**config.mk**
```make
export PLATFORM = sky130hd
export DESIGN_NAME = jnp_dev_flat
export DESIGN_NICKNAME = d
export VERILOG_FILES = /design/src/jnp_pkg.sv /design/src/jnp_if.sv /design/src/jnp_dev.sv /design/src/flat_wrapper.sv
export SDC_FILE = /design/constraint.sdc
export NUM_CORES = 1
export LEC_CHECK = 0
export BUFFER_PORTS_ARGS = -buffer_cell sky130_fd_sc_hd__buf_4
export CAP_MARGIN = 5
export CORE_ASPECT_RATIO = 1.1
export CORE_MARGIN = 1
export CORE_UTILIZATION = 40
export CTS_BUF_LIST = sky130_fd_sc_hd__clkbuf_16
export CTS_CLUSTER_DIAMETER = 40
export DETAILED_ROUTE_END_ITERATION = 8
export MAX_ROUTING_LAYER = met4
export PLACE_DENSITY = 0.69
export SYNTH_ARGS = -nofsm -noshare
export SYNTH_HDL_FRONTEND = slang
export SYNTH_SLANG_ARGS = --single-unit
```
**constraint.sdc**
```tcl
create_clock -name i_clk -period 2 [get_ports i_clk]
set_clock_uncertainty 0.1 [all_clocks]
set_input_delay 0.3 -clock i_clk [delete_from_list [all_inputs] [get_ports i_clk]]
set_output_delay 0.3 -clock i_clk [all_outputs]
set_load 0.005 [all_outputs]
```
**src/jnp_pkg.sv**
```systemverilog
// Package: shared constants and types of the scan-port NVM programming link
`default_nettype none
package jnp_pkg;
	localparam int IR_W = 4;
	localparam int CMD_W = 15;
	localparam int KEY_W = 16;
	localparam int BYTE_W = 8;
	localparam logic [3:0] IR_RESET_HOLD = 4'hc;
	localparam logic [3:0] IR_UNLOCK = 4'h4;
	localparam logic [3:0] IR_COMMAND = 4'h5;
	localparam logic [3:0] IR_FILL = 4'h6;
	localparam logic [3:0] IR_FETCH = 4'h7;
	localparam logic [3:0] IR_BYPASS = 4'hf;
	localparam logic [15:0] UNLOCK_KEY = 16'ha370;
	localparam logic [15:0] UNLOCK_RESET = 16'h0000;
	localparam logic [14:0] CMD_RESET = 15'h0000;
	// Chip clocks from reset low to disable bit cleared
	localparam int DISABLE_CLEAR_CYC = 2;
	// Page-fill write must land within this many test clocks
	localparam int FILL_LIMIT_TCK = 11;
	// Default reset time-out after hold release, chip clocks
	localparam int RESET_TIMEOUT_CYC = 64;
	// Link clock half period in chip clocks (length of each phase)
	localparam int TCK_HALF_CYC = 4;
	typedef enum logic [3:0] {
		TAP_RESET, TAP_IDLE, TAP_SEL_DR, TAP_CAP_DR, TAP_SHIFT_DR, TAP_EXIT1_DR, TAP_PAUSE_DR,
		TAP_EXIT2_DR, TAP_UPD_DR, TAP_SEL_IR, TAP_CAP_IR, TAP_SHIFT_IR, TAP_EXIT1_IR,
		TAP_PAUSE_IR, TAP_EXIT2_IR, TAP_UPD_IR
	} jnp_tap_t;
	// Next TAP state for a given TMS level
	function automatic jnp_tap_t jnp_tap_step(input jnp_tap_t s, input logic tms);
		case (s)
			TAP_RESET: jnp_tap_step = tms ? TAP_RESET : TAP_IDLE;
			TAP_IDLE: jnp_tap_step = tms ? TAP_SEL_DR : TAP_IDLE;
			TAP_SEL_DR: jnp_tap_step = tms ? TAP_SEL_IR : TAP_CAP_DR;
			TAP_CAP_DR: jnp_tap_step = tms ? TAP_EXIT1_DR : TAP_SHIFT_DR;
			TAP_SHIFT_DR: jnp_tap_step = tms ? TAP_EXIT1_DR : TAP_SHIFT_DR;
			TAP_EXIT1_DR: jnp_tap_step = tms ? TAP_UPD_DR : TAP_PAUSE_DR;
			TAP_PAUSE_DR: jnp_tap_step = tms ? TAP_EXIT2_DR : TAP_PAUSE_DR;
			TAP_EXIT2_DR: jnp_tap_step = tms ? TAP_UPD_DR : TAP_SHIFT_DR;
			TAP_UPD_DR: jnp_tap_step = tms ? TAP_SEL_DR : TAP_IDLE;
			TAP_SEL_IR: jnp_tap_step = tms ? TAP_RESET : TAP_CAP_IR;
			TAP_CAP_IR: jnp_tap_step = tms ? TAP_EXIT1_IR : TAP_SHIFT_IR;
			TAP_SHIFT_IR: jnp_tap_step = tms ? TAP_EXIT1_IR : TAP_SHIFT_IR;
			TAP_EXIT1_IR: jnp_tap_step = tms ? TAP_UPD_IR : TAP_PAUSE_IR;
			TAP_PAUSE_IR: jnp_tap_step = tms ? TAP_EXIT2_IR : TAP_PAUSE_IR;
			TAP_EXIT2_IR: jnp_tap_step = tms ? TAP_UPD_IR : TAP_SHIFT_IR;
			TAP_UPD_IR: jnp_tap_step = tms ? TAP_SEL_DR : TAP_IDLE;
			default: jnp_tap_step = TAP_RESET;
		endcase
	endfunction
endpackage
`default_nettype wire

```
**src/jnp_if.sv**
```systemverilog
// Interface: the four test-port pins between programmer and device
`default_nettype none
interface jnp_if;
	logic tck;
	logic tms;
	logic tdi;
	logic tdo;
	logic tdo_oe;
	modport dev (input tck, input tms, input tdi, output tdo, output tdo_oe);
	modport prog (output tck, output tms, output tdi, input tdo, input tdo_oe);
endinterface
`default_nettype wire

```
**src/jnp_dev.sv**
```systemverilog
// Device end: test access port with reset hold, unlock, command and byte registers
// How it works
// - Programmer uses only the four port pins
// - Port works when fuse set, disable clear
// - Reset low clears disable bit, two clocks
// - Programmer avoids reset trick for scan/debug
// - Programmer keeps test clock below chip max
// - All shift registers move LSB first
// - Four-bit instruction selects one data register
// - Run-Test/Idle generates internal execute clocks
// - Code 0xC selects one-bit reset hold
// - Hold bit one resets chip immediately
// - Reset lingers a time-out after release
// - Programmer resets chip before unlocking
// - Code 0x4 shifts unlock, compares at update
// - Only exact key enables programming
// - Unlock cleared at power-on; programmer clears too
// - Code 0x5 captures result, shifts new command
// - Update applies command; first idle clock after it executes
// - Code 0x6 shifts low command byte
// - Fill update copies byte, writes within 11
// - Fill alternates low/high, pre-increments address
// - Code 0x7 captures low then high byte
// - Fetch post-increments after each high byte
`default_nettype none
module jnp_dev #(
	parameter int TIMEOUT_CYC = jnp_pkg::RESET_TIMEOUT_CYC
) (
	input wire logic i_clk,
	input wire logic i_rstn,
	jnp_if.dev port,
	input wire logic i_port_enable_fuse,
	input wire logic i_set_disable,
	input wire logic i_ext_reset_n,
	input wire logic [14:0] i_cmd_result,
	input wire logic [15:0] i_mem_word,
	output logic o_core_reset,
	output logic o_scan_port_disable_bit,
	output logic o_prog_mode,
	output logic [14:0] o_cmd,
	output logic o_cmd_exec,
	output logic [7:0] o_fill_data,
	output logic o_fill_write,
	output logic o_fill_high,
	output logic o_addr_inc,
	output logic o_tdo,
	output logic o_tdo_oe
);
	// ------------------------------------------------------------
	// Pin synchronisers and test-clock edge detection
	// ------------------------------------------------------------
	logic [1:0] tck_sync_reg, tms_sync_reg, tdi_sync_reg, rst_sync_reg;
	logic tck_prev_reg;
	logic tck_rise, tck_fall, port_live;
	// Two flops on every pin; only the second flop feeds logic
	always_ff @(posedge i_clk) begin
		tck_sync_reg <= {tck_sync_reg[0], port.tck};
		tms_sync_reg <= {tms_sync_reg[0], port.tms};
		tdi_sync_reg <= {tdi_sync_reg[0], port.tdi};
		rst_sync_reg <= {rst_sync_reg[0], i_ext_reset_n};
		tck_prev_reg <= tck_sync_reg[1];
	end
	assign tck_rise = tck_sync_reg[1] & ~tck_prev_reg;
	assign tck_fall = ~tck_sync_reg[1] & tck_prev_reg;

	// ------------------------------------------------------------
	// Port disable bit and external reset
	// ------------------------------------------------------------
	logic [1:0] low_cnt_reg;
	logic dis_reg;
	// Reset held low for two chip clocks frees the port pins
	always_ff @(posedge i_clk) begin
		if (!i_rstn) begin
			dis_reg <= 1'b0;
			low_cnt_reg <= 2'h0;
		end else begin
			if (rst_sync_reg[1])
				low_cnt_reg <= 2'h0;
			else if (low_cnt_reg != 2'(jnp_pkg::DISABLE_CLEAR_CYC))
				low_cnt_reg <= low_cnt_reg + 2'h1;
			// A set in the same cycle as the clear wins
			if (i_set_disable)
				dis_reg <= 1'b1;
			else if (!rst_sync_reg[1] && low_cnt_reg == 2'(jnp_pkg::DISABLE_CLEAR_CYC - 1))
				dis_reg <= 1'b0;
		end
	end
	assign port_live = i_port_enable_fuse & ~dis_reg;

	// ------------------------------------------------------------
	// TAP controller and instruction register
	// ------------------------------------------------------------
	jnp_pkg::jnp_tap_t tap_reg;
	logic [3:0] ir_sh_reg, ir_reg;
	always_ff @(posedge i_clk) begin
		if (!i_rstn || !port_live)
			tap_reg <= jnp_pkg::TAP_RESET;
		else if (tck_rise)
			tap_reg <= jnp_pkg::jnp_tap_step(tap_reg, tms_sync_reg[1]);
	end
	// Four-bit instruction, LSB shifted first
	always_ff @(posedge i_clk) begin
		if (!i_rstn || !port_live) begin
			ir_sh_reg <= 4'h0;
			ir_reg <= jnp_pkg::IR_BYPASS;
		end else if (tck_rise) begin
			case (tap_reg)
				jnp_pkg::TAP_RESET: ir_reg <= jnp_pkg::IR_BYPASS;
				jnp_pkg::TAP_CAP_IR: ir_sh_reg <= 4'h1;
				jnp_pkg::TAP_SHIFT_IR: ir_sh_reg <= {tdi_sync_reg[1], ir_sh_reg[3:1]};
				jnp_pkg::TAP_UPD_IR: ir_reg <= ir_sh_reg;
				default: ir_reg <= ir_reg;
			endcase
		end
	end

	// ------------------------------------------------------------
	// Data registers
	// ------------------------------------------------------------
	logic hold_reg, bypass_reg, first_reg, high_reg, prog_reg;
	logic [15:0] key_reg;
	logic [14:0] cmd_sh_reg, cmd_reg;
	logic [7:0] temp_reg;
	logic [3:0] fill_cnt_reg;
	logic shift_now, cap_now, upd_now;
	logic [3:0] prev_ir_reg;
	assign shift_now = tck_rise && tap_reg == jnp_pkg::TAP_SHIFT_DR;
	assign cap_now = tck_rise && tap_reg == jnp_pkg::TAP_CAP_DR;
	assign upd_now = tck_rise && tap_reg == jnp_pkg::TAP_UPD_DR;
	// Reset hold bit (0xC): TAP itself is not reset by it
	always_ff @(posedge i_clk) begin
		if (!i_rstn)
			hold_reg <= 1'b0;
		else if (shift_now && ir_reg == jnp_pkg::IR_RESET_HOLD)
			hold_reg <= tdi_sync_reg[1];
	end
	always_ff @(posedge i_clk) begin
		if (!i_rstn)
			bypass_reg <= 1'b0;
		else if (shift_now)
			bypass_reg <= tdi_sync_reg[1];
	end
	// Unlock register: cleared at power-on, compared on update
	always_ff @(posedge i_clk) begin
		if (!i_rstn) begin
			key_reg <= jnp_pkg::UNLOCK_RESET;
			prog_reg <= 1'b0;
		end else if (ir_reg == jnp_pkg::IR_UNLOCK) begin
			if (shift_now)
				key_reg <= {tdi_sync_reg[1], key_reg[15:1]};
			if (upd_now)
				prog_reg <= (key_reg == jnp_pkg::UNLOCK_KEY);
		end
	end
	// Command register; the byte views share its low eight bits
	always_ff @(posedge i_clk) begin
		if (!i_rstn) begin
			cmd_sh_reg <= jnp_pkg::CMD_RESET;
			cmd_reg <= jnp_pkg::CMD_RESET;
		end else if (ir_reg == jnp_pkg::IR_COMMAND) begin
			if (cap_now)
				cmd_sh_reg <= i_cmd_result;
			else if (shift_now)
				cmd_sh_reg <= {tdi_sync_reg[1], cmd_sh_reg[14:1]};
			else if (upd_now && prog_reg)
				cmd_reg <= cmd_sh_reg;
		end else if (ir_reg == jnp_pkg::IR_FILL || ir_reg == jnp_pkg::IR_FETCH) begin
			if (cap_now && ir_reg == jnp_pkg::IR_FETCH)
				cmd_sh_reg[7:0] <= high_reg ? i_mem_word[15:8] : i_mem_word[7:0];
			else if (shift_now)
				cmd_sh_reg[7:0] <= {tdi_sync_reg[1], cmd_sh_reg[7:1]};
		end
	end
	// Byte alternation and word address stepping for fill and fetch
	always_ff @(posedge i_clk) begin
		if (!i_rstn) begin
			prev_ir_reg <= jnp_pkg::IR_BYPASS;
			first_reg <= 1'b1;
			high_reg <= 1'b0;
			temp_reg <= 8'h00;
			fill_cnt_reg <= 4'h0;
			o_fill_write <= 1'b0;
			o_fill_high <= 1'b0;
			o_addr_inc <= 1'b0;
		end else begin
			prev_ir_reg <= ir_reg;
			o_fill_write <= 1'b0;
			o_addr_inc <= 1'b0;
			if (ir_reg != prev_ir_reg) begin
				first_reg <= 1'b1;
				high_reg <= 1'b0;
			end else if (prog_reg && ir_reg == jnp_pkg::IR_FILL && upd_now) begin
				temp_reg <= cmd_sh_reg[7:0];
				fill_cnt_reg <= 4'h1;
				o_addr_inc <= ~high_reg & ~first_reg;
				o_fill_high <= high_reg;
				high_reg <= ~high_reg;
				first_reg <= 1'b0;
			end else if (prog_reg && ir_reg == jnp_pkg::IR_FETCH && cap_now) begin
				o_addr_inc <= high_reg;
				high_reg <= ~high_reg;
			end
			// Write lands two test clocks after update, inside the limit
			if (fill_cnt_reg != 4'h0 && tck_rise) begin
				if (fill_cnt_reg == 4'h2) begin
					o_fill_write <= 1'b1;
					fill_cnt_reg <= 4'h0;
				end else begin
					fill_cnt_reg <= fill_cnt_reg + 4'h1;
				end
			end
		end
	end
	assign o_fill_data = temp_reg;
	assign o_cmd = cmd_reg;
	assign o_prog_mode = prog_reg;
	assign o_scan_port_disable_bit = dis_reg;

	// ------------------------------------------------------------
	// Execute pulse and core reset
	// ------------------------------------------------------------
	logic [15:0] tmo_reg;
	logic exec_due_reg;
	// One execute pulse on the first idle clock after a command update, so a
	// visit that only passes through idle cannot run the same command twice
	always_ff @(posedge i_clk) begin
		if (!i_rstn) begin
			o_cmd_exec <= 1'b0;
			exec_due_reg <= 1'b0;
		end else begin
			o_cmd_exec <= exec_due_reg && prog_reg && tck_rise && tap_reg == jnp_pkg::TAP_IDLE
				&& ir_reg == jnp_pkg::IR_COMMAND;
			if (upd_now && prog_reg && ir_reg == jnp_pkg::IR_COMMAND)
				exec_due_reg <= 1'b1;
			else if (tck_rise && tap_reg == jnp_pkg::TAP_IDLE)
				exec_due_reg <= 1'b0;
		end
	end
	// Hold bit acts at once; time-out runs after release
	always_ff @(posedge i_clk) begin
		if (!i_rstn) begin
			tmo_reg <= 16'(TIMEOUT_CYC); // Power-on release waits the time-out too
			o_core_reset <= 1'b1;
		end else begin
			if (hold_reg || !rst_sync_reg[1])
				tmo_reg <= 16'(TIMEOUT_CYC);
			else if (tmo_reg != 16'h0000)
				tmo_reg <= tmo_reg - 16'h0001;
			o_core_reset <= hold_reg || !rst_sync_reg[1] || tmo_reg != 16'h0000;
		end
	end

	// ------------------------------------------------------------
	// Test data out, changed on the falling test clock
	// ------------------------------------------------------------
	logic tdo_bit;
	always_comb begin
		case (ir_reg)
			jnp_pkg::IR_RESET_HOLD: tdo_bit = hold_reg;
			jnp_pkg::IR_UNLOCK: tdo_bit = key_reg[0];
			jnp_pkg::IR_COMMAND, jnp_pkg::IR_FILL, jnp_pkg::IR_FETCH: tdo_bit = cmd_sh_reg[0];
			default: tdo_bit = bypass_reg;
		endcase
		if (tap_reg == jnp_pkg::TAP_SHIFT_IR)
			tdo_bit = ir_sh_reg[0];
	end
	always_ff @(posedge i_clk) begin
		if (!i_rstn) begin
			o_tdo <= 1'b0;
			o_tdo_oe <= 1'b0;
		end else if (tck_fall) begin
			o_tdo <= tdo_bit;
			o_tdo_oe <= tap_reg == jnp_pkg::TAP_SHIFT_DR || tap_reg == jnp_pkg::TAP_SHIFT_IR;
		end
	end
	assign port.tdo = o_tdo;
	assign port.tdo_oe = o_tdo_oe;
endmodule // jnp_dev
`default_nettype wire

```
**src/flat_wrapper.sv**
```systemverilog
// flat-port wrapper written by rule: the top's interface ports become plain ports
module jnp_dev_flat 
#(
	parameter int TIMEOUT_CYC = jnp_pkg::RESET_TIMEOUT_CYC
)
  (i_clk, i_rstn, i_port_enable_fuse, i_set_disable, i_ext_reset_n, i_cmd_result, i_mem_word, o_core_reset, o_scan_port_disable_bit, o_prog_mode, o_cmd, o_cmd_exec, o_fill_data, o_fill_write, o_fill_high, o_addr_inc, o_tdo, o_tdo_oe, port_tck, port_tms, port_tdi, port_tdo, port_tdo_oe);
  jnp_if port_i ();
  input wire logic i_clk;
  input wire logic i_rstn;
  input wire logic i_port_enable_fuse;
  input wire logic i_set_disable;
  input wire logic i_ext_reset_n;
  input wire logic [14:0] i_cmd_result;
  input wire logic [15:0] i_mem_word;
  output logic o_core_reset;
  output logic o_scan_port_disable_bit;
  output logic o_prog_mode;
  output logic [14:0] o_cmd;
  output logic o_cmd_exec;
  output logic [7:0] o_fill_data;
  output logic o_fill_write;
  output logic o_fill_high;
  output logic o_addr_inc;
  output logic o_tdo;
  output logic o_tdo_oe;
  input wire logic [$bits(port_i.tck)-1:0] port_tck;
  input wire logic [$bits(port_i.tms)-1:0] port_tms;
  input wire logic [$bits(port_i.tdi)-1:0] port_tdi;
  output wire logic [$bits(port_i.tdo)-1:0] port_tdo;
  output wire logic [$bits(port_i.tdo_oe)-1:0] port_tdo_oe;
  assign port_i.tck = port_tck;
  assign port_i.tms = port_tms;
  assign port_i.tdi = port_tdi;
  assign port_tdo = port_i.tdo;
  assign port_tdo_oe = port_i.tdo_oe;
  jnp_dev #(.TIMEOUT_CYC(TIMEOUT_CYC)) u_core (.i_clk(i_clk), .i_rstn(i_rstn), .port(port_i), .i_port_enable_fuse(i_port_enable_fuse), .i_set_disable(i_set_disable), .i_ext_reset_n(i_ext_reset_n), .i_cmd_result(i_cmd_result), .i_mem_word(i_mem_word), .o_core_reset(o_core_reset), .o_scan_port_disable_bit(o_scan_port_disable_bit), .o_prog_mode(o_prog_mode), .o_cmd(o_cmd), .o_cmd_exec(o_cmd_exec), .o_fill_data(o_fill_data), .o_fill_write(o_fill_write), .o_fill_high(o_fill_high), .o_addr_inc(o_addr_inc), .o_tdo(o_tdo), .o_tdo_oe(o_tdo_oe));
endmodule
```
# After elaboration in Yosys (flattened, before gate mapping)
# Cells that the tools add are included.
# Widths: inputs -> output; s select.
# totals
reg_bits	115
latch_bits	0
ram_bits	0
mem_bits_ro	0
in_bits	39
word_cells	166
n_memories	0
# classes
add_sub_neg	3
mul	0
div	0
order_cmp	0
n_eq_ne	27
shift	0
muxes	37
n_bitwise	13
reduce_logical	55
# op_table
cell	n
$pmux 4 s12	1
$mux 8	5
$eq 4x4->1 const B	9
$eq 4x3->1 const B	8
$mux 4	8
$mux 15	2
$logic_and 1x1->1	18
$eq 16x16->1 const B	1
$pmux 4 s2	2
$reduce_and 2->1	8
$reduce_bool 16->1	1
$reduce_bool 2->1	8
$sub 16x1->16 const B	1
$mux 1	13
$eq 4x2->1 const B	3
$reduce_or 2->1	5
$not 1->1	9
$mux 2	3
$mux 3	2
$reduce_or 3->1	2
$logic_or 1x1->1	5
$add 4x1->4 const B	1
$and 1x1->1	4
$eq 4x1->1 const B	1
12 further kinds	15

# Depth between registers and ports, before layout
# depth
ltp_word	7
ltp_mapped	8
depth_no_buf	6

# Worst setup path after synthesis
# Ideal clock, no wire load.
# synth_timing
path_type	register to register
startpoint	register u_core.tap_reg[0]
endpoint	register u_core.temp_reg[1] (netlist: u_core.o_fill_data[1])
arrival_time_ns	1.838
required_ns	1.768
slack_ns	-0.070
path_stages_with_launch	7
cell_sequence	dfxtp_1 buf_6 or4b_4 or4_4 buf_2 o21ai_0 a21oi_1
# synth_between
elab_chain_len	4
# synth_lines
element	line	rtl
start: declaration	jnp_dev.sv:93	jnp_pkg::jnp_tap_t tap_reg;
start signal: assignment	jnp_dev.sv:97	tap_reg <= jnp_pkg::TAP_RESET;
start signal: assignment	jnp_dev.sv:99	tap_reg <= jnp_pkg::jnp_tap_step(tap_reg, tms_sync_reg[1]);
$eq 4x4->1	jnp_dev.sv:129	assign upd_now = tck_rise && tap_reg == jnp_pkg::TAP_UPD_DR;
$logic_and 1x1->1	jnp_dev.sv:129	
$logic_and 1x1->1	jnp_dev.sv:192	end else if (prog_reg && ir_reg == jnp_pkg::IR_FILL && upd_now) begin
$reduce_and 2->1 (no source line)	-	
end signal: assignment	jnp_dev.sv:193	temp_reg <= cmd_sh_reg[7:0];
end: declaration	jnp_dev.sv:123	logic [7:0] temp_reg;
# Every way passes these cells.
# A chain may end at the register's enable or synchronous reset.

# Worst setup path in the final report
# layout_timing
startpoint	register u_core.tmo_reg[0]
endpoint	register u_core.tmo_reg[9]
# layout_between
elab_chain_len	1
word_cells_on_any_way	2
classes_between	add/sub (1); reduce/logical (1)
# layout_lines
element	line	rtl
start: declaration	jnp_dev.sv:222	logic [15:0] tmo_reg;
start signal: assignment	jnp_dev.sv:242	tmo_reg <= 16'(TIMEOUT_CYC);
start signal: assignment	jnp_dev.sv:246	tmo_reg <= 16'(TIMEOUT_CYC);
start signal: assignment	jnp_dev.sv:248	tmo_reg <= tmo_reg - 16'h0001;
$sub 16x1->16 / $reduce_bool 16->1 (equally long branches)	jnp_dev.sv:248, jnp_dev.sv:247	
# Parallel ways exist; a longest one is shown, timed or not.

==> summary.txt <==
STA
  • Fin. max-slew vios: 0
  • Tcrit/Tclk final: 99.3%
  • Final Hold Viols: 0
  • Slew Limit Headroom: 66.8%
  • Final setup fails: 0
  • Final TNS setup: 0 ns
  • RSZ-0062 raised after global routing: yes
  • Fmax: 503 MHz
  • Tightest Pin Transition: 0.498 ns
  • Min Hold Slack: 0.0150 ns
  • Final min period: 1.99 ns

Setup path
  • R2R Setup Slk: 0.01 ns
  • Worst Reg-to-Reg Cells: 4
  • R2R Path End: u_core.tmo_reg[9]
  • Crit. path cell count: 4
  • Crit path from: u_core.tmo_reg[0]
  • Largest stage delay on the critical path: 0.50 ns
  • CP endpoint: u_core.tmo_reg[9]
  • Crit path max fanout: 7
  • Crit Path Category: register to register
  • CP Launch Type: register
  • Worst r2r src: u_core.tmo_reg[0]
  • Critical Path End Type: register
  • Worst endpoint required time: 2.24 ns
  • WP buf/inv: 0
  • CP max stage cell: or4_1
  • CP delay by family, top: simple AND/OR/NAND/NOR gates
  • Crit path cell chain: or3_4, or4_4, or4_1, a21oi_2
  • CP arrival: 2.23 ns

Floorplan
  • Placeable Area: 12600 um^2
  • Die Ht: 121 um
  • Initial Util: 41.0%
  • Cell Rows: 43
  • Die area: 13400 um^2
  • Chip Width: 111 um
  • # IOs: 73

CTS
  • H-tree lvl count: 4
  • CTS tree: done
  • CTS Sinks: 115
  • Total CTS buffers: 17
  • CTS max path bufs: 2
  • Worst-Skew Late Latency: 0.41 ns
  • Clock slew at reported path FFs: 0.06 ns
  • CTS root buf: clkbuf_16

Power and ir drop
  • Pleak: 2.73 nW
  • Cell Pwr Density: 852 nW/um^2
  • Total Power: 5.75 mW
  • Worst VDD drop: 0.469 mV

Detailed routing
  • Final wirelength: 12700 um
  • Via count: 4595
  • Routed len/inst: 15.0 um
  • Drt pass-1 iters: 5
  • Initial DRC count: 246
  • DRC violations left: 0
  • Routed Antenna Nets: 0
  • Routed vias/inst: 5.44

Synthesis
  • Synth Area per Inst: 8.96 um^2
  • Cell area after synthesis: 5190 um^2
  • Synth area leader: dfxtp_1
  • Cells after Synth: 579
  • Number of synthesis warnings: 0
  • Most frequent cell after synthesis: dfxtp_1
  • Post-synth EDFFs: 0
  • Post-synth top area share: 44.4%
  • Post-synthesis sequential area ratio: 44.4%
  • Synthesis-stage register bit count: 115
  • Syn nets: 621
  • Top FF cell, synth: dfxtp_1
  • Yosys cell types: 61
  • Synth top cells by count: 115 x dfxtp_1, 71 x nor2_1, 56 x mux2i_1
  • Ranking of synthesized cells by area: dfxtp_1 44%, mux2i_1 11%, nor2_1 5.1%, a21oi_1 4.5%, o21ai_0 3.1%
  • Async set-reset flop share out of synthesis: 0%

GRT
  • GR Util All Layers: 20.0%
  • GRT overflow: 0
  • Number of global-route vias before repair: 4274
  • First-pass GRT wire length: 20800 um
  • Initial antenna violation count: 0
  • Largest net degree at the start of global routing: 29

Hold path
  • Worst min path class: input pin to register

Placement
  • Gpl congestion: 0.894
  • Detail Placement HPWL: 8920 um
  • Number of port buffers: 72

Layout
  • NumNets Final: 716
  • Ant diodes: 0
  • Layout cell share with drive strength beyond 1: 25.3%
  • Synth-to-Final Area Change: 30.2%

Run
  • Max-cap violations: 0

Status
  • Status: finished, final reports clean
[stage by stage]
stage	cell area (um^2)	worst slack [ns]	util (%)	std cells
after global routing	6760	-0.0280	53.4	844
after floorplan	5210	0.0128	-	579
after global placement	6080	-0.0154	48.1	807
after CTS	6720	0.00224	53.1	843
final	6760	0.0137	53.4	844
after detailed placement	6080	-0.0311	48.1	807
[worst min path at each step]
stage | cells after the start | slack, ns | start | to
finish | 3 | 0.01 | i_set_disable | u_core.o_scan_port_disable_bit
global route | 3 | 0.04 | i_set_disable | u_core.o_scan_port_disable_bit
CTS | 3 | 0.01 | i_set_disable | u_core.o_scan_port_disable_bit
detailed placement | 0 | 0.21 | u_core.tdi_sync_reg[0] | u_core.tdi_sync_reg[1]
global placement | 0 | 0.21 | u_core.tdi_sync_reg[0] | u_core.tdi_sync_reg[1]
floorplan | 0 | 0.21 | u_core.rst_sync_reg[0] | u_core.rst_sync_reg[1]
[cells in the final DEF (no fill, tap or decap), types with 10 or more instances in the layout]
cell       instances
nor2_1            71
o21ai_0           24
nand3_1           20
buf_4            112
a211oi_1          18
nand2_1           24
mux2i_1           56
dfxtp_1          112
clkbuf_16         17
inv_1             10
a21oi_1           44
[area by class of cell]
| type | instances | area [um^2] |
|---|---|---|
| multi-input cells | 412 | 2690 |
| clock buffers | 17 | 425 |
| inverters | 9 | 33.8 |
| flip-flops and latches | 115 | 2310 |
| clock inverters | 15 | 168 |
| well taps | 157 | 196 |
| repair buffers | 119 | 932 |
| fillers | 1135 | 5890 |
[cell families after synthesis]
family,share of synthesized area (%)
flops,44.4
mux,11.0
xor+xnor,1.86
simple gates,22.1
compound gates,15.5
buf+inv,4.44
fa+ha+maj,0.723
[power breakdown]
part	switching, mW	internal (mW)	leakage (nW)
Clock	1.06	1.94	0.279
Combinational	0.186	0.203	1.52
Sequential	0.0379	2.33	0.933
[tightest hold or removal path, delay by kind of cell]
| family | cells | cell delay [ns] |
|---|---|---|
| compound gates | 1 | 0.03 |
| simple gates | 1 | 0.07 |
| buf+inv | 1 | 0.08 |
[routing by layer]
| metal | vias up | GRT usage (%) | share of wire [%] |
|---|---|---|---|
| li1 | 2289 | - | - |
| met2 | 140 | 31.6 | 48 |
| met4 | 0 | 7.50 | 1.9 |
| met3 | 14 | 5.89 | 5.7 |
| met5 | - | - | 0 |
| met1 | 2152 | 24.2 | 45 |
[repair_timing]
| item | 4_1_cts | 5_1_grt |
|---|---|---|
| setup endpoints to repair | 3 | 8 |
| resized for setup | 1 | 10 |
| setup buffers | 0 | 1 |
| hold buffers | 4 | 0 |
| pin swaps | 0 | 2 |
| endpoints found under the hold margin | 4 | 0 |
Power figures use the tool's default switching activity.
